--- config.mk ---
export PLATFORM = sky130hd
export DESIGN_NAME = sspc_top
export DESIGN_NICKNAME = d
export VERILOG_FILES = /design/src/core/sspc_pkg.sv /design/src/core/sspc_sync.sv /design/src/core/sspc_top.sv
export SDC_FILE = /design/constraint.sdc
export NUM_CORES = 1
export LEC_CHECK = 0
export BUFFER_PORTS_ARGS = -buffer_cell sky130_fd_sc_hd__clkbuf_2
export CORE_MARGIN = 2
export CORE_UTILIZATION = 40
export DETAILED_ROUTE_END_ITERATION = 7
export GPL_TIMING_DRIVEN = 1
export SLEW_MARGIN = 25
export SYNTH_ARGS = -nofsm -noshare
export SYNTH_HDL_FRONTEND = slang
export SYNTH_SLANG_ARGS = --single-unit
--- constraint.sdc ---
create_clock -name clk_i -period 2.4 [get_ports clk_i]
set_input_delay 0.12 -clock clk_i [delete_from_list [all_inputs] [get_ports clk_i]]
set_output_delay 0.12 -clock clk_i [all_outputs]
set_load 0.05 [all_outputs]
--- src/core/sspc_pkg.sv ---
// constants for the serial port pin control block
package sspc_pkg;
    localparam int         ADR_W         = 5;
    localparam logic [4:0] OFS_CTRL      = 5'h00;
    localparam logic [4:0] OFS_STAT      = 5'h04;
    localparam logic [4:0] OFS_DATA      = 5'h08;
    localparam logic [4:0] OFS_PDIR      = 5'h0c;
    localparam logic [4:0] OFS_PDAT      = 5'h10;
    localparam logic [4:0] OFS_PIN       = 5'h14;
    localparam logic [4:0] OFS_EVT       = 5'h18;
    localparam logic [4:0] OFS_MASK      = 5'h1c;
    localparam int         CTRL_EN_BIT   = 6;
    localparam int         CTRL_MS_BIT   = 4;
    localparam int         STAT_DONE_BIT = 7;
    localparam int         STAT_COLL_BIT = 6;
    localparam int         EVT_DONE_BIT  = 0;
    localparam int         EVT_COLL_BIT  = 1;
    localparam int         PB_SCK_BIT    = 7;
    localparam int         PB_SDI_BIT    = 6;
    localparam int         PB_SDO_BIT    = 5;
    localparam logic [7:0] CTRL_RST      = 8'h00;
    localparam logic [7:0] PB_RST        = 8'h00;
    localparam logic [1:0] EVT_RST       = 2'h0;
    localparam logic [2:0] BIT_LAST      = 3'h7;
    localparam int         CLK_MHZ       = 100;
    localparam int         SCK_HALF_NS   = 60;
    localparam int         SCK_HALF_CYC  = (SCK_HALF_NS * CLK_MHZ) / 1000;
    localparam logic [7:0] SCK_HALF_TOP  = 8'(SCK_HALF_CYC - 1);
endpackage

--- src/core/sspc_sync.sv ---
// two-flop synchroniser for the port pins
`timescale 1ns/100ps
module sspc_sync #(
    parameter int W = 3
) (
    input  wire logic         clk_i,
    input  wire logic         rst_i,
    input  wire logic [W-1:0] async_i,
    output logic      [W-1:0] sync_o
);
    logic [W-1:0] meta_q;

    for (genvar i = 0; i < W; i++) begin : g_bit
        always_ff @(posedge clk_i) begin
            if (rst_i) begin
                meta_q[i] <= 1'b0;
                sync_o[i] <= 1'b0;
            end else begin
                meta_q[i] <= async_i[i];
                sync_o[i] <= meta_q[i];
            end
        end
    end
endmodule

--- src/core/sspc_top.sv ---
// serial port with port b pin ownership, flags and wishbone registers
// Behaviour
// - setting the enable bit makes the port own the three pins, clearing it gives them back to plain i/o.
// - with the port enabled, a zero in the out-pin direction bit turns the out pin driver off.
// - master select at zero gives slave mode, where the clock pin is an input.
// - setting the enable bit loads the direction register: in pin input, out pin output, clock by mode.
// - clearing the enable bit leaves direction and data registers as the serial function left them.
// - the done flag sets on the eighth rising serial clock edge of a transfer, started by a master mode data write or the first slave mode rising edge.
// - a set done flag does not block new transfers.
// - the done flag clears on a status read with it set followed by a data access, and on reset.
// - the collision flag sets when the data register is accessed during a transfer.
// - the collision flag clears by the same status read and data access sequence.
// - master select at one gives master mode, where the clock pin drives the shift clock.
// - in master mode a data register write loads the byte and starts shifting it out.
//
// The placing of the registers and register access over Wishbone were chosen for this implementation.
`timescale 1ns/100ps
module sspc_top
    import sspc_pkg::*;
(
    input  wire logic             clk_i,
    input  wire logic             rst_i,
    input  wire logic             cyc_i,
    input  wire logic             stb_i,
    input  wire logic             we_i,
    input  wire logic [ADR_W-1:0] adr_i,
    input  wire logic [3:0]       sel_i,
    input  wire logic [31:0]      dat_i,
    output logic      [31:0]      dat_o,
    output logic                  ack_o,
    output logic                  irq_o,
    input  wire logic             serial_clock_pin_i,
    output logic                  serial_clock_pin_o,
    output logic                  serial_clock_pin_oe_o,
    input  wire logic             serial_in_pin_i,
    output logic                  serial_in_pin_o,
    output logic                  serial_in_pin_oe_o,
    input  wire logic             serial_out_pin_i,
    output logic                  serial_out_pin_o,
    output logic                  serial_out_pin_oe_o
);
    logic [7:0] serial_control_q;
    logic [7:0] port_b_direction_reg_q;
    logic [7:0] port_b_data_q;
    logic [7:0] serial_shift_data_q;
    logic       transfer_done_flag_q;
    logic       access_collision_flag_q;
    logic       clear_armed_q;
    logic [1:0] evt_q;
    logic [1:0] mask_q;
    logic       busy_q;
    logic [2:0] bit_cnt_q;
    logic [7:0] div_q;
    logic       sck_q;
    logic       sck_prev_q;
    logic       out_bit_q;
    logic [2:0] pin_s;
    logic       acc;
    logic       wr;
    logic       rd;
    logic       data_acc;
    logic       data_wr;
    logic       en;
    logic       master;
    logic       tick;
    logic       rise;
    logic       fall;
    logic       done_evt;
    logic       coll_evt;
    logic       start;
    logic       ctrl_wr;
    logic       en_rise;

    sspc_sync #(.W(3)) u_sync (
        .clk_i   (clk_i),
        .rst_i   (rst_i),
        .async_i ({serial_clock_pin_i, serial_in_pin_i, serial_out_pin_i}),
        .sync_o  (pin_s)
    );

    // bus decode
    assign acc      = cyc_i && stb_i && !ack_o;
    assign wr       = acc && we_i && sel_i[0];
    assign rd       = acc && !we_i;
    assign data_acc = acc && (adr_i == OFS_DATA) && (rd || wr);
    assign data_wr  = wr && (adr_i == OFS_DATA);
    assign ctrl_wr  = wr && (adr_i == OFS_CTRL);
    assign en       = serial_control_q[CTRL_EN_BIT];
    assign master   = serial_control_q[CTRL_MS_BIT];
    assign en_rise  = ctrl_wr && dat_i[CTRL_EN_BIT] && !en;

    always_ff @(posedge clk_i) begin
        if (rst_i) begin
            ack_o <= 1'b0;
        end else begin
            ack_o <= acc;
        end
    end

    always_ff @(posedge clk_i) begin
        if (rst_i) begin
            dat_o <= 32'h0000_0000;
        end else if (rd) begin
            case (adr_i)
                OFS_CTRL: dat_o <= {24'h00_0000, serial_control_q};
                OFS_STAT: dat_o <= {24'h00_0000, transfer_done_flag_q,
                                    access_collision_flag_q, 6'h00};
                OFS_DATA: dat_o <= {24'h00_0000, serial_shift_data_q};
                OFS_PDIR: dat_o <= {24'h00_0000, port_b_direction_reg_q};
                OFS_PDAT: dat_o <= {24'h00_0000, port_b_data_q};
                OFS_PIN:  dat_o <= {24'h00_0000, pin_s, 5'h00};
                OFS_EVT:  dat_o <= {30'h0000_0000, evt_q};
                OFS_MASK: dat_o <= {30'h0000_0000, mask_q};
                default:  dat_o <= 32'h0000_0000;
            endcase
        end
    end

    // control register
    always_ff @(posedge clk_i) begin
        if (rst_i) begin
            serial_control_q <= CTRL_RST;
        end else if (ctrl_wr) begin
            serial_control_q <= dat_i[7:0];
        end
    end

    // port b direction and data
    always_ff @(posedge clk_i) begin
        if (rst_i) begin
            port_b_direction_reg_q <= PB_RST;
        end else if (en_rise) begin
            port_b_direction_reg_q[PB_SDI_BIT] <= 1'b0;
            port_b_direction_reg_q[PB_SDO_BIT] <= 1'b1;
            port_b_direction_reg_q[PB_SCK_BIT] <= dat_i[CTRL_MS_BIT];
        end else if (wr && adr_i == OFS_PDIR) begin
            port_b_direction_reg_q <= {dat_i[7:5], 5'h00};
        end
    end

    // serial function leaves its pin levels in the data register
    always_ff @(posedge clk_i) begin
        if (rst_i) begin
            port_b_data_q <= PB_RST;
        end else if (wr && adr_i == OFS_PDAT) begin
            port_b_data_q <= {dat_i[7:5], 5'h00};
        end else if (en) begin
            port_b_data_q[PB_SDO_BIT] <= out_bit_q;
            port_b_data_q[PB_SCK_BIT] <= master ? sck_q : pin_s[2];
            port_b_data_q[PB_SDI_BIT] <= pin_s[1];
        end
    end

    // shift clock divider and edges
    assign tick = (div_q == SCK_HALF_TOP);
    assign rise = en && (master ? (tick && busy_q && !sck_q) : (pin_s[2] && !sck_prev_q));
    assign fall = en && (master ? (tick && sck_q) : (!pin_s[2] && sck_prev_q));

    always_ff @(posedge clk_i) begin
        if (rst_i) begin
            div_q <= 8'h00;
        end else if (!(busy_q || sck_q) || tick || !en || !master) begin
            div_q <= 8'h00;
        end else begin
            div_q <= div_q + 8'h01;
        end
    end

    always_ff @(posedge clk_i) begin
        if (rst_i) begin
            sck_q      <= 1'b0;
            sck_prev_q <= 1'b0;
        end else begin
            sck_prev_q <= pin_s[2];
            if (!en || !master) begin
                sck_q <= 1'b0;
            end else if (rise || fall) begin
                sck_q <= rise;
            end
        end
    end

    // transfer sequencing
    assign start    = en && master && data_wr && !busy_q;
    assign done_evt = rise && busy_q && (bit_cnt_q == BIT_LAST);
    assign coll_evt = data_acc && busy_q;

    always_ff @(posedge clk_i) begin
        if (rst_i) begin
            busy_q    <= 1'b0;
            bit_cnt_q <= 3'h0;
        end else if (!en) begin
            busy_q    <= 1'b0;
            bit_cnt_q <= 3'h0;
        end else if (start) begin
            busy_q    <= 1'b1;
            bit_cnt_q <= 3'h0;
        end else if (rise) begin
            busy_q    <= !done_evt;
            bit_cnt_q <= bit_cnt_q + 3'h1;
        end
    end

    always_ff @(posedge clk_i) begin
        if (rst_i) begin
            serial_shift_data_q <= 8'h00;
            out_bit_q           <= 1'b0;
        end else if (data_wr && !busy_q) begin
            serial_shift_data_q <= dat_i[7:0];
            out_bit_q           <= dat_i[7];
        end else if (rise) begin
            serial_shift_data_q <= {serial_shift_data_q[6:0], pin_s[1]};
        end else if (fall || !busy_q) begin
            out_bit_q <= serial_shift_data_q[7];
        end
    end

    // flags; a set in the same cycle wins over the clear
    always_ff @(posedge clk_i) begin
        if (rst_i) begin
            clear_armed_q <= 1'b0;
        end else if (rd && adr_i == OFS_STAT) begin
            clear_armed_q <= transfer_done_flag_q;
        end else if (data_acc) begin
            clear_armed_q <= 1'b0;
        end
    end

    always_ff @(posedge clk_i) begin
        if (rst_i) begin
            transfer_done_flag_q <= 1'b0;
        end else if (done_evt) begin
            transfer_done_flag_q <= 1'b1;
        end else if (data_acc && clear_armed_q) begin
            transfer_done_flag_q <= 1'b0;
        end
    end

    always_ff @(posedge clk_i) begin
        if (rst_i) begin
            access_collision_flag_q <= 1'b0;
        end else if (coll_evt) begin
            access_collision_flag_q <= 1'b1;
        end else if (data_acc && clear_armed_q) begin
            access_collision_flag_q <= 1'b0;
        end
    end

    // interrupt events and mask
    always_ff @(posedge clk_i) begin
        if (rst_i) begin
            evt_q <= EVT_RST;
        end else begin
            for (int i = 0; i < 2; i++) begin
                if ((i == EVT_DONE_BIT && done_evt) || (i == EVT_COLL_BIT && coll_evt)) begin
                    evt_q[i] <= 1'b1;
                end else if (wr && adr_i == OFS_EVT && dat_i[i]) begin
                    evt_q[i] <= 1'b0;
                end
            end
        end
    end

    always_ff @(posedge clk_i) begin
        if (rst_i) begin
            mask_q <= EVT_RST;
            irq_o  <= 1'b0;
        end else begin
            if (wr && adr_i == OFS_MASK) begin
                mask_q <= dat_i[1:0];
            end
            irq_o <= |(evt_q & mask_q);
        end
    end

    // pin drivers
    always_ff @(posedge clk_i) begin
        if (rst_i) begin
            serial_clock_pin_o    <= 1'b0;
            serial_clock_pin_oe_o <= 1'b0;
            serial_in_pin_o       <= 1'b0;
            serial_in_pin_oe_o    <= 1'b0;
            serial_out_pin_o      <= 1'b0;
            serial_out_pin_oe_o   <= 1'b0;
        end else if (en) begin
            serial_clock_pin_o    <= sck_q;
            serial_clock_pin_oe_o <= master;
            serial_in_pin_o       <= 1'b0;
            serial_in_pin_oe_o    <= 1'b0;
            serial_out_pin_o      <= out_bit_q;
            serial_out_pin_oe_o   <= port_b_direction_reg_q[PB_SDO_BIT];
        end else begin
            serial_clock_pin_o    <= port_b_data_q[PB_SCK_BIT];
            serial_clock_pin_oe_o <= port_b_direction_reg_q[PB_SCK_BIT];
            serial_in_pin_o       <= port_b_data_q[PB_SDI_BIT];
            serial_in_pin_oe_o    <= port_b_direction_reg_q[PB_SDI_BIT];
            serial_out_pin_o      <= port_b_data_q[PB_SDO_BIT];
            serial_out_pin_oe_o   <= port_b_direction_reg_q[PB_SDO_BIT];
        end
    end

    // checks
    a_done_eighth_edge: assert property (@(posedge clk_i) disable iff (rst_i)
        done_evt |=> transfer_done_flag_q && !busy_q && bit_cnt_q == 3'h0)
        else $error("done flag missed eighth edge");

    a_enable_dir_load: assert property (@(posedge clk_i) disable iff (rst_i)
        en_rise |=> !port_b_direction_reg_q[PB_SDI_BIT] && port_b_direction_reg_q[PB_SDO_BIT]
            && port_b_direction_reg_q[PB_SCK_BIT] == master)
        else $error("direction not loaded on enable");

    a_disable_keeps_dir: assert property (@(posedge clk_i) disable iff (rst_i)
        (en && ctrl_wr && !dat_i[CTRL_EN_BIT]) |=> $stable(port_b_direction_reg_q))
        else $error("direction changed on disable");

    a_out_pin_hiz: assert property (@(posedge clk_i) disable iff (rst_i)
        (en && !port_b_direction_reg_q[PB_SDO_BIT]) |=> !serial_out_pin_oe_o)
        else $error("out pin driven with direction zero");

    a_slave_clock_in: assert property (@(posedge clk_i) disable iff (rst_i)
        (en && !master) |=> !serial_clock_pin_oe_o && !serial_in_pin_oe_o)
        else $error("slave drives clock pin");

    a_coll_on_access: assert property (@(posedge clk_i) disable iff (rst_i)
        coll_evt |=> access_collision_flag_q)
        else $error("collision flag not set");

    a_clear_arming: assert property (@(posedge clk_i) disable iff (rst_i)
        (rd && adr_i == OFS_STAT && transfer_done_flag_q) |=> clear_armed_q)
        else $error("status read did not arm clear");

    a_done_clear_seq: assert property (@(posedge clk_i) disable iff (rst_i)
        (data_acc && clear_armed_q && !done_evt) |=> !transfer_done_flag_q)
        else $error("done flag not cleared");

    a_coll_clear_seq: assert property (@(posedge clk_i) disable iff (rst_i)
        (data_acc && clear_armed_q && !coll_evt) |=> !access_collision_flag_q)
        else $error("collision flag not cleared");

    a_write_starts: assert property (@(posedge clk_i) disable iff (rst_i)
        start |=> busy_q && serial_shift_data_q == $past(dat_i[7:0]) ##1 out_bit_q == $past(dat_i[7], 2))
        else $error("write did not start transfer");

    a_flag_no_block: assert property (@(posedge clk_i) disable iff (rst_i)
        (start && transfer_done_flag_q) |=> busy_q)
        else $error("done flag blocked transfer");

    a_shift_in_bit: assert property (@(posedge clk_i) disable iff (rst_i)
        (rise && !(data_wr && !busy_q))
        |=> serial_shift_data_q == {$past(serial_shift_data_q[6:0]), $past(pin_s[1])})
        else $error("shift register did not shift");

    a_master_byte_time: assert property (@(posedge clk_i) disable iff (rst_i)
        (start && SCK_HALF_CYC == 6) |-> ##[90:100] (transfer_done_flag_q || !en))
        else $error("master byte took wrong time");

    a_disabled_plain_io: assert property (@(posedge clk_i) disable iff (rst_i)
        !en |=> serial_out_pin_oe_o == $past(port_b_direction_reg_q[PB_SDO_BIT])
            && serial_out_pin_o == $past(port_b_data_q[PB_SDO_BIT]))
        else $error("pin not plain i/o when disabled");
endmodule

Yosys cells after proc, flatten, opt, wreduce, memory -nomap -nowiden
Cells that the tools add are included.
{ "totals": {"register_bits": 90, "in_bits": 49, "output_inout_bits": 40, "word_cells": 143} }
{ "classes": {"n_addsub": 2, "eq_ne": 10, "n_mux": 27, "bitwise": 2, "reduce_logical": 70} }
{ "op_table": {"columns": ["cell", "count"], "rows": [
  ["case mux 8 bit (8 select lines)", 1],
  ["logical AND 1 bit", 33],
  ["two-way mux 8 bit", 3],
  ["equality test 5 bit, second input constant", 4],
  ["two-way mux 1 bit", 20],
  ["nonzero test 2 bit", 10],
  ["OR reduction 2 bit", 6],
  ["equality test 5 x 4 -> 1 bit, second input constant", 2],
  ["zero test 1 bit", 10],
  ["two-way mux 3 bit", 3],
  ["adder 8 x 1 -> 8 bit, second input constant", 1],
  ["equality test 8 x 3 -> 1 bit, second input constant", 1],
  ["logical OR 1 bit", 8],
  ["equality test 5 x 3 -> 1 bit, second input constant", 1],
  ["zero test 5 bit", 1],
  ["adder 3 x 1 -> 3 bit, second input constant", 1],
  ["equality test 3 bit, second input constant", 1],
  ["OR reduction 3 bit", 1],
  ["bitwise AND 2 bit", 1],
  ["!= test 2 x 1 -> 1 bit, second input constant", 1],
  ["AND reduction 2 bit", 1],
  ["inverter 1 bit", 1]
]} }

Logic depth before layout (Yosys ltp)
Gate-level depths: netlist of run 1.
{ "logic_depth": {"ltp_word": 10, "mapped_depth": 9, "ltp_nobuf": 7} }

By module
Synthesis of run 1 repeated with hierarchy kept, for this count alone.
{ "hier_totals": {"hier_cells": 338, "hier_area_um2": 3075.4} }
{ "by_module_without_submodules": {"columns": ["module", "instances", "cells_each", "area_per_inst_um2", "seq_area_each_um2"], "rows": [
  ["sspc_top", 1, 326, 2917.8, 1201.2],
  ["sspc_sync", 1, 12, 157.7, 120.1]
]} }

Worst setup path before layout of run 1
OpenSTA, ideal clock, no wires.
{ "synth_path": {"path_kind": "flip-flop to flip-flop", "start": "register ack_o", "end": "register serial_shift_data_q[5]", "setup_ns": 0.086, "t_arrival_ns": 1.786, "t_required_ns": 2.314, "setup_slack_ns": 0.528, "stages_incl_launch_ff": 7, "path_buffers": 2, "period_less_slack_ns": 1.872, "path_cell_list": "dfxtp_1 > nand3b_4 > nand4bb_1 > clkbuf_1 > clkbuf_1 > nor2_1 > a211oi_1"} }
{ "synth_via": {"elab_chain_cells": 7, "elab_cells_between_ends": 8, "cone_classes": "mux: 1; reduce/logical: 7"} }
{ "synth_rtl": {"columns": ["item", "line_no", "text"], "rows": [
  ["from (decl)", "sspc_top.sv:30", "output logic ack_o,"],
  ["from (signal assigned)", "sspc_top.sv:94", "ack_o <= 1'b0;"],
  ["from (signal assigned)", "sspc_top.sv:96", "ack_o <= acc;"],
  ["zero test 1 bit *", "sspc_top.sv:82", "assign acc = cyc_i && stb_i && !ack_o;"],
  ["logical AND 1 bit *", "sspc_top.sv:82", null],
  ["logical AND 1 bit * (2 in a row)", "sspc_top.sv:83", "assign wr = acc && we_i && sel_i[0];"],
  ["logical AND 1 bit *", "sspc_top.sv:86", "assign data_wr = wr && (adr_i == OFS_DATA);"],
  ["logical AND 1 bit *", "sspc_top.sv:208", "end else if (data_wr && !busy_q) begin"],
  ["two-way mux 8 bit or nonzero test 2 bit (tied branches)", null, null],
  ["to (signal assigned)", "sspc_top.sv:209", "serial_shift_data_q <= dat_i[7:0];"],
  ["to (signal assigned)", "sspc_top.sv:212", "serial_shift_data_q <= {serial_shift_data_q[6:0], pin_s[1]};"],
  ["to (decl)", "sspc_top.sv:45", "logic [7:0] serial_shift_data_q;"]
]} }
Every way passes the cells marked *; elsewhere a longest branch is shown, timed or not.
A chain may end at the register's enable or synchronous reset.

Worst setup path in the final report of run 1
{ "layout_path": {"start": "register div_q[0]", "end": "register out_bit_q"} }
{ "layout_via": {"elab_chain_cells": 7, "elab_cells_between_ends": 12, "cone_classes": "eq/ne: 2; mux: 2; reduce/logical: 8"} }
{ "layout_rtl": {"columns": ["item", "line_no", "text"], "rows": [
  ["from (decl)", "sspc_top.sv:53", "logic [7:0] div_q;"],
  ["from (signal assigned)", "sspc_top.sv:165", "div_q <= div_q + 8'h01;"],
  ["equality test 8 x 3 -> 1 bit *", "sspc_top.sv:155", "assign tick = (div_q == SCK_HALF_TOP);"],
  ["logical AND 1 bit (on tied branches)", "sspc_top.sv:156, sspc_top.sv:157", null],
  ["logical AND 1 bit or two-way mux 1 bit (tied branches)", "sspc_top.sv:156, sspc_top.sv:157", null],
  ["two-way mux 1 bit or logical AND 1 bit (tied branches)", "sspc_top.sv:156, sspc_top.sv:157", null],
  ["logical AND 1 bit or logical OR 1 bit (tied branches)", "sspc_top.sv:156, sspc_top.sv:213", null],
  ["!= test 2 x 1 -> 1 bit (no source line) or nonzero test 2 bit (tied branches)", null, null],
  ["AND reduction 2 bit (no source line) *", null, null],
  ["to (signal assigned)", "sspc_top.sv:210", "out_bit_q <= dat_i[7];"],
  ["to (signal assigned)", "sspc_top.sv:214", "out_bit_q <= serial_shift_data_q[7];"],
  ["to (decl)", "sspc_top.sv:56", "logic out_bit_q;"]
]} }
Marks and branches as above.

==> results of run 1 <==
routing by layer:
metal	vias up	routed length, µm
li1	1226	-
met1	1125	3270
met2	57	2810
met3	10	323
met4	0	131
met5	-	0
final cells by class:
type	count	area, µm²	share of cell area
Clock inverter	3	15.0	0.00426
Tap cell	102	128	0.0362
Multi-Input combinational cell	253	1620	0.460
Clock buffer	12	155	0.0440
Timing Repair Buffer	45	265	0.0752
Sequential cell	66	1320	0.374
Inverter	6	22.5	0.00638
logic make-up after synthesis:
kind of cell | after synthesis | synth area share
xor+xnor | 7 | 0.0193
buf+inv | 49 | 0.0987
flops | 66 | 0.417
compound gates | 52 | 0.124
mux | 32 | 0.110
simple gates | 134 | 0.214
other cells | 1 | 0.00118
fa+ha+maj | 4 | 0.0158
synth_stat cells, drive strengths merged (2+ instances only):
master,n
dfxtp,66
nor2,46
nand2,36
buf,34
mux2i,27
a21oi,13
a211oi,12
clkbuf,9
nand3,9
nor2b,9
a22oi,8
inv,6
nor3,6
xor2,6
and3,4
ha,4
nand2b,4
nor4,4
mux2,3
nor3b,3
o211ai,3
or2,3
a2bb2oi,2
a31o,2
a31oi,2
mux4,2
nand3b,2
nand4bb,2
o21ai,2
o221ai,2
or3,2
or3b,2
cell usage in the layout (no fill, tap or decap), types with 3 or more instances in the layout:
cell type	Yosys	final
dfxtp_1	66	66
buf_4	27	4
ha_1	4	4
nor2b_1	9	9
dlygate4sd3_1	0	3
a211oi_1	10	10
clkinv_2	0	3
clkbuf_2	0	37
nor2_1	46	46
and3_1	4	4
xor2_1	6	6
nand2_1	36	36
nor3b_1	3	3
o211ai_1	3	3
conb_1	1	24
a22oi_1	8	8
a21oi_1	13	13
clkbuf_8	0	11
nor3_1	5	5
nand3_1	9	9
mux2i_1	27	27
inv_1	6	6
nand2b_1	4	4
mux2_2	3	3
nor4_1	3	3
where the power goes:
| group | switching [µW] | leakage, µW | total (µW) | internal, µW |
|---|---|---|---|---|
| Combinational | 157 | 0.000801 | 198 | 40.9 |
| Clock | 398 | 0.0000920 | 819 | 421 |
| Sequential | 3.93 | 0.000533 | 1110 | 1100 |
registers in the layout (all words and copies together), names as in the netlist, 2 cells and up:
| register | cells |
|---|---|
| bit_cnt_q | 3 |
| div_q | 8 |
| port_b_data_q | 3 |
| dat_o | 8 |
| u_sync.sync_o | 3 |
| serial_shift_data_q | 8 |
| port_b_direction_reg_q | 3 |
| u_sync.meta_q | 3 |
| serial_control_q | 8 |
| mask_q | 2 |
| evt_q | 2 |
worst max path at each step:
stage | startpoint | end | slack (ps) | cells after the start
after floorplan | ack_o | serial_shift_data_q[5] | 530 | 6
after global placement | div_q[0] | out_bit_q | 520 | 7
after detailed placement | div_q[0] | out_bit_q | 470 | 7
after CTS | div_q[0] | out_bit_q | 460 | 7
after global routing | div_q[0] | out_bit_q | 340 | 7
final | div_q[0] | out_bit_q | 460 | 7
worst max-delay path, cell delays in order, from the launching register on:
cell      delay [ps]
dfxtp_1          420
ha_1             170
nor4bb_1         260
nand2_1          160
o32a_1           220
buf_12           170
a31o_2           240
a211oi_1         220
metrics by stage:
stage	hold WS [ps]	util	worst slack, ps
after floorplan	248	-	528
after global placement	331	0.433	521
after detailed placement	341	0.433	472
after CTS	9.82	0.459	462
after global routing	26.2	0.459	344
final	26.9	0.459	460
==> results.py, run 1 <==
metrics = {
    "drt": {
        "ant_nets": 0,
        "vias_per_cell": 4.97,
        "dr.pass1.iters": 4,
        "drt_iter0_drc": 118,
        "wl_per_cell_um": 13.4,
        "vias": 2418,
        "drcViolationCount": 0,
        "drt_wl_total_mm": 6.54,
    },
    "logic_synthesis": {
        "synth-edff-count": 0,
        "async_reset_ff_frac": 0,
        "ys_top_cells_by_area": "dfxtp_1 42%, mux2i_1 8.5%, buf_4 6.4%",
        "synth_cell_types": 51,
        "yosysTopAreaCell": "dfxtp_1",
        "syn-instance-count": 345,
        "synth_top_area_share": 0.417,
        "synth_area_um2": 3170,
        "ys_dominant_reg_cell": "dfxtp_1",
        "yosysSeqAreaShare": 0.417,
        "ys_seq_elements": 66,
        "ys_warn_count": 0,
        "avgSynthCellArea_um2": 9.19,
    },
    "timing": {
        "slew_violations": 0,
        "clock_skew_ps": 9.40,
        "min_period_over_period": 0.808,
        "setup_viol": 0,
        "final.setup.tns_ps": 0,
        "period_minus_slack_ps": 1940,
        "tightest_slew_ps": 629,
        "maxSlewHeadroom": 0.580,
        "timing.fmax_ghz": 0.515,
        "rsz0062_at_grt": "false",
        "finalHoldViolCount": 0,
    },
    "placed_design": {
        "portBuffers": 37,
        "dp_cells": 469,
        "place_area_um2": 3330,
        "dpl.hpwl_mm": 4.71,
        "finalWeightedCongestion": 0.786,
    },
    "critical_path": {
        "worstSetupEndpointType": "flip-flop",
        "critical_path_peak_fanout": 17,
        "rr_endpoint": "out_bit_q",
        "ff2ff_path_depth": 7,
        "cp.arrival_ps": 2200,
        "cp_data_required_time_ps": 2660,
        "r2r-start": "div_q[0]",
        "startpoint_type": "flip-flop",
        "r2r_slack_ps": 460,
        "path_class": "reg -> reg",
    },
    "global_route": {
        "antenna_found_initial": 0,
        "grt_pass1_vias": 2273,
        "grt_pass1_wl_mm": 11.0,
        "grt_util_met3": 0.0403,
        "grt.busiest_layer": "met2",
        "grt-ovfl-total": 0,
        "use_met2": 0.239,
        "grt_start_max_net_pins": 54,
        "grtUsageMet1": 0.227,
        "grt_util_all_layers": 0.163,
    },
    "power_and_ir_drop": {
        "peakVddDrop_v": 0.000408,
        "p_leak_uw": 0.00143,
        "p_total_uw": 2120,
        "powerDensity_nw_per_um2": 602,
    },
    "die": {
        "die_w_um": 93.0,
        "ios": 89,
        "core_um2": 7690,
        "fp.dieH_um": 93.0,
        "initial_utilization": 0.412,
        "design.die.area_um2": 8650,
        "rows": 32,
    },
    "cells_and_area": {
        "nNetsFinal": 434,
        "drive_gt1_frac": 0.192,
        "syn2layout_area_growth_pct": 11.3,
        "antennaDiodeCount": 0,
        "fin_cells": 487,
        "post-route-cell-area_um2": 3530,
        "fillCellCount": 766,
    },
    "min_path": {
        "hold_path_depth": 3,
        "min_path_type": "in -> reg",
        "holdPathEnd": "serial_control_q[3]",
        "hp-start": "dat_i[3]",
    },
    "clock_network": {
        "cts_htree_levels": 3,
        "tritoncts": "yes",
        "insertion_delay_ps": 340,
        "cts-root-buf": "clkbuf_8",
        "clock_path_buffers": 2,
        "clk_pin_slew_ps": 70,
        "cts-resized-gates": 0,
        "clock_sinks": 66,
        "postCtsSetupBuffers": 0,
        "cts_inserted_buffers": 9,
        "ctsHoldBuffers": 3,
    },
    "job": {
        "cap_viol_max_count": 0,
    },
    "run_status": {
        "status": "completed",
    },
}
Note: power is estimated with default switching activity, not from simulation.
==> run 2, diff against run 1 <==
Settings changed: PLACE_DENSITY from default to 0.66.
Clock period 2.4 ns to 1.7 ns, I/O delays scaled along.
==> run 2 against run 1 <==
  * Combinational power is 52% higher
  * Final cell count increased by 4.7%
  * Via count grew 6.4%
  * Power grew 72%
  * Largest cell class unchanged
==> results.py, run 2 (synthesized netlist as in run 1, its figures left out) <==
metrics = {
    "run_status": {
        "status": "completed",
    },
    "global_route": {
        "grt_util_met3": 0.0419,
        "grt_start_max_net_pins": 54,
        "grt.busiest_layer": "met2",
        "grt-ovfl-total": 0,
        "grt_pass1_vias": 2486,
        "use_met2": 0.263,
        "antenna_found_initial": 0,
        "grt_pass1_wl_mm": 11.9,
        "grt_util_all_layers": 0.178,
        "grtUsageMet1": 0.239,
    },
    "die": {
        "core_um2": 7690,
        "fp.dieH_um": 93.0,
        "initial_utilization": 0.412,
        "design.die.area_um2": 8650,
        "ios": 89,
        "die_w_um": 93.0,
        "rows": 32,
    },
    "timing": {
        "period_minus_slack_ps": 1610,
        "rsz0062_at_grt": "true",
        "slew_violations": 0,
        "maxSlewHeadroom": 0.567,
        "tightest_slew_ps": 650,
        "finalHoldViolCount": 0,
        "timing.fmax_ghz": 0.620,
        "setup_viol": 0,
        "fin_ws_ps": 86.3,
        "min_period_over_period": 0.949,
        "clock_skew_ps": 12.8,
    },
    "critical_path": {
        "crit_chain": "nand3b_4, or2_4, or3_1, mux2i_1, nor2_1",
        "r2r_slack_ps": 90,
        "path_delay_family": "simple AND/OR/NAND/NOR gates",
        "cp_slowest_stage_delay_ps": 480,
        "cp_data_required_time_ps": 1910,
        "cp.arrival_ps": 1820,
        "slowest_stage": "or3_1",
        "worstSetupEndpointType": "flip-flop",
        "path_class": "reg -> reg",
        "path_buf_inv": 0,
        "critical_path_peak_fanout": 5,
        "startpoint_type": "flip-flop",
    },
    "drt": {
        "drcViolationCount": 0,
        "dr.pass1.iters": 4,
        "drt_iter0_drc": 160,
        "ant_nets": 0,
        "vias_per_cell": 5.05,
        "wl_per_cell_um": 14.1,
        "drt_wl_total_mm": 7.19,
        "vias": 2573,
    },
    "min_path": {
        "min_path_type": "in -> reg",
    },
    "placed_design": {
        "dpl.hpwl_mm": 5.08,
        "place_area_um2": 3480,
        "portBuffers": 37,
        "dp_slack_ps": -1.06,
        "finalWeightedCongestion": 0.844,
    },
    "clock_network": {
        "insertion_delay_ps": 340,
        "clk_pin_slew_ps": 80,
        "clock_sinks": 66,
        "cts-root-buf": "clkbuf_8",
        "tritoncts": "yes",
        "cts_htree_levels": 3,
        "cts_inserted_buffers": 9,
        "clock_path_buffers": 2,
    },
    "cells_and_area": {
        "regArea_um2": 1330,
        "drive_gt1_frac": 0.250,
        "layout_common_cells": "63 x dfxtp_1, 46 x nor2_1, 37 x clkbuf_2",
        "nNetsFinal": 456,
        "antennaDiodeCount": 0,
        "post-route-cell-area_um2": 3840,
        "fillCellCount": 759,
        "layout_commonest_cell": "dfxtp_1",
        "syn2layout_area_growth_pct": 21.2,
        "multi_input_area_um2": 1650,
    },
    "power_and_ir_drop": {
        "powerDensity_nw_per_um2": 949,
        "peakVddDrop_v": 0.000399,
        "p_leak_uw": 0.00158,
        "p_total_uw": 3650,
    },
    "job": {
        "cap_viol_max_count": 0,
    },
}
-- run 2: changes by cell type in the layout (fill, tap and decap cells not counted), moves of 2 or more --
cell and delta:
buf_4 +19, bufinv_16 +4, clkinv_2 -3, dfxtp_1 -3, dfxtp_2 +2, dlygate4sd3_1 +2
-- run 2: stage by stage --
step | TNS [ps] | utilization | std cells | hold slack [ps]
floorplan | 0 | - | 368 | 213
global placement | 0 | 0.452 | 488 | 294
detailed placement | -1.06 | 0.452 | 488 | 303
CTS | 0 | 0.496 | 510 | 11.2
global route | -147 | 0.500 | 510 | 22.9
finish | 0 | 0.500 | 510 | 26.8
-- run 2: layout make-up --
type                            count  share of cell area
Multi-Input combinational cell    253               0.430
Sequential cell                    66               0.345
Timing Repair Buffer               67               0.114
Clock buffer                       10              0.0358
Clock inverter                      6              0.0355
Tap cell                          102              0.0332
Inverter                            6             0.00586
-- run 2: repair_timing --
item	4_1_cts	5_1_grt
resized for setup	0	8
setup endpoints to repair	3	15
endpoints found under the hold margin	5	0
pin swaps	2	9
hold buffers	5	0
buffers inserted	1	0
-- run 2: layer usage --
layer | share of wire | wire length [µm] | vias up
met4 | 0.033 | 238 | 0
met5 | 0 | 0 | -
met2 | 0.45 | 3220 | 85
met3 | 0.051 | 368 | 20
li1 | - | - | 1273
met1 | 0.47 | 3360 | 1195
-- run 2: path summary, 6_finish.rpt --
path                                       start             endpoint  cells after the start
worst max-delay path                       ack_o     port_b_data_q[7]                      5
worst min-delay path                    dat_i[5]  serial_control_q[5]                      3
worst max register to register             ack_o     port_b_data_q[7]                      5
worst min register to register  u_sync.meta_q[0]     u_sync.sync_o[0]                      1
-- run 2: power breakdown --
| part | switching, µW | leakage (µW) | internal, µW |
|---|---|---|---|
| logic | 228 | 0.000912 | 73.3 |
| registers | 5.59 | 0.000535 | 1560 |
| clock network | 616 | 0.000133 | 1170 |
-- run 2: tightest hold or removal path: stages --
cell,delay [ps]
clkbuf_2,120
nand2_1,70
a21oi_1,50
==> run 3, diff against run 2 <==
Settings changed: ABC_AREA from default to 1.
==> run 3 against run 2 <==
  * Global-route usage fell by 0.31 points
  * Critical path depth grew 5
  * Clock-buffer cell count grew 1
  * Sequential cell count did not move
  * Clock power decreased by 30%
  * Non-clock buffer count fell by 11
  * Die area is 2.7% higher
  * Via count increased by 12%
  * Combinational power is 8.3% lower
==> results.py, run 3 <==
metrics = {
    "clock_network": {
        "cts-root-buf": "clkbuf_8",
        "cts_inserted_buffers": 9,
        "clock_path_buffers": 2,
        "clock_sinks": 66,
        "tritoncts": "yes",
        "cts_htree_levels": 3,
        "clk_pin_slew_ps": 80,
        "insertion_delay_ps": 360,
    },
    "logic_synthesis": {
        "synth_cell_types": 37,
        "ys_seq_elements": 66,
        "syn-instance-count": 442,
        "yosysSeqAreaShare": 0.405,
        "synth-edff-count": 0,
        "synth_area_um2": 3260,
        "yosys-top-cells-count": "102 x nand2_1, 66 x dfxtp_1, 44 x inv_1, 39 x a21oi_1, 38 x nor2_1",
        "synth_top_area_share": 0.405,
        "ys_top_cells_by_area": "dfxtp_1 41%, nand2_1 12%, a21oi_1 6.0%",
        "ys_warn_count": 0,
        "synth.most_common_cell": "nand2_1",
        "ys_dominant_reg_cell": "dfxtp_1",
        "async_reset_ff_frac": 0,
        "avgSynthCellArea_um2": 7.37,
        "yosysTopAreaCell": "dfxtp_1",
    },
    "cells_and_area": {
        "nNetsFinal": 549,
        "syn2layout_area_growth_pct": 16.1,
        "antennaDiodeCount": 0,
        "layout_commonest_cell": "nand2_1",
        "layout_common_cells": "101 x nand2_1, 65 x dfxtp_1, 43 x inv_1",
        "drive_gt1_frac": 0.212,
    },
    "placed_design": {
        "dp_slack_ps": 93.5,
        "finalWeightedCongestion": 0.962,
        "portBuffers": 37,
        "dpl.hpwl_mm": 5.29,
    },
    "power_and_ir_drop": {
        "power.share.clock": 0.404,
        "p_total_uw": 3080,
        "power_frac_comb": 0.090,
        "p_leak_uw": 0.00160,
        "p_sw_frac": 0.279,
        "peakVddDrop_v": 0.000357,
        "powerDensity_nw_per_um2": 814,
        "p_int_uw": 2220,
        "p_sw_uw": 859,
        "seq_power_share": 0.506,
    },
    "die": {
        "core_um2": 7810,
        "rows": 32,
        "fp.dieH_um": 94.3,
        "ios": 89,
        "die_w_um": 94.3,
        "initial_utilization": 0.417,
        "design.die.area_um2": 8890,
    },
    "timing": {
        "slew_violations": 0,
        "timing.fmax_ghz": 0.655,
        "finalHoldViolCount": 0,
        "holdWs_ps": 18.6,
        "final.setup.tns_ps": 0,
        "min_period_over_period": 0.898,
        "period_minus_slack_ps": 1530,
        "setup_viol": 0,
        "clock_skew_ps": 14.2,
        "fin_ws_ps": 174,
    },
    "global_route": {
        "grt_pass1_vias": 2612,
        "grt-ovfl-total": 0,
        "grt_start_max_net_pins": 34,
        "grt_util_all_layers": 0.175,
        "antenna_found_initial": 0,
        "grt_pass1_wl_mm": 11.9,
    },
    "drt": {
        "vias": 2870,
        "dr.pass1.iters": 4,
        "drcViolationCount": 0,
        "drt_iter0_drc": 178,
        "wl_per_cell_um": 11.9,
        "ant_nets": 0,
        "drt_wl_total_mm": 7.16,
        "vias_per_cell": 4.76,
    },
    "job": {
        "cap_viol_max_count": 0,
    },
    "min_path": {
        "min_path_type": "in -> reg",
    },
    "run_status": {
        "status": "completed",
    },
    "critical_path": {
        "cp_data_required_time_ps": 1940,
        "path_class": "reg -> reg",
        "cpMostUsedCell": "nand2_1",
        "critical_path_peak_fanout": 3,
        "slowest_stage": "dfxtp_2",
        "worstSetupEndpointType": "flip-flop",
        "cp_slowest_stage_delay_ps": 320,
        "cp.arrival_ps": 1770,
        "startpoint_type": "flip-flop",
        "crit_chain": "inv_1, ha_2, nand3_2, nor2_4, nand2_1, nand2_2, buf_4, nand4_1, nand2_1, a21oi_1",
    },
}
run 3: changes by cell type after synthesis, sizes merged, moves of 8 or more:
cell	delta
nand4	+9
inv	+43
o21ai	+27
nand3	+18
nor2b	-9
a22oi	-8
a211oi	-11
nand2	+72
mux2i	-27
a21oi	+33
run 3: path summary, 6_finish.rpt:
kind	depth (start not counted)	end	slack, ps	startpoint
hold / removal	3	serial_control_q[7]	20	dat_i[7]
setup reg to reg	10	busy_q	170	div_q[1]
setup / recovery	10	busy_q	170	div_q[1]
hold reg to reg	2	u_sync.sync_o[1]	400	u_sync.meta_q[1]
run 3: per-stage QoR:
step	std cells	util	instance area [µm²]
floorplan	465	-	3350
global placement	577	0.444	3470
detailed placement	577	0.444	3470
CTS	601	0.479	3740
global route	603	0.485	3780
finish	603	0.485	3780
run 3: logic make-up after synthesis:
logic type / share of synthesized area
and+or+nand+nor: 0.289
buffers and inverters: 0.138
AOI/OAI and AO/OA: 0.146
DFF: 0.405
adders and majority gates: 0.0154
xor gates and xnor gates: 0.00538
other: 0.00115
run 3: area by class of cell:
| cell class | instances | area, µm² |
|---|---|---|
| fillers | 826 | 4020 |
| multi-input cells | 313 | 1600 |
| flip-flops and latches | 66 | 1320 |
| repair buffers | 56 | 350 |
| inverters | 50 | 193 |
| clock buffers | 11 | 151 |
| well taps | 102 | 128 |
| clock inverters | 5 | 37.5 |
run 3: layer usage:
| metal | track usage | vias up | share of wire | wire [µm] |
|---|---|---|---|---|
| met5 | 0 | - | 0 | 0 |
| met4 | 0.0845 | 0 | 0.018 | 129 |
| met3 | 0.0506 | 15 | 0.053 | 383 |
| met2 | 0.289 | 73 | 0.47 | 3380 |
| met1 | 0.209 | 1293 | 0.46 | 3260 |
| li1 | - | 1489 | - | - |
run 3: worst max-delay path: cells and delay by family (launching register included):
kind	cells	cell delay [ps]
adders and majority gates	1	180
DFF	1	320
AOI/OAI and AO/OA	1	70
and+or+nand+nor	6	680
buffers and inverters	2	170
run 3: power by group through the flow:
| stage | Sequential [µW] | Clock [µW] | Combinational (µW) |
|---|---|---|---|
| final | 1560 | 1250 | 276 |
| after global routing | 1560 | 1350 | 297 |
| after CTS | 1560 | 1280 | 272 |
| after detailed placement | 1600 | 0 | 258 |
| after floorplan | 1600 | 0 | 241 |
| after global placement | 1600 | 0 | 257 |
run 3: repair_timing:
item	4_1_cts	5_1_grt
endpoints found under the setup margin	0	15
gates resized for setup	0	9
endpoints found under the hold margin	8	1
hold buffers	8	1
setup buffers	0	1
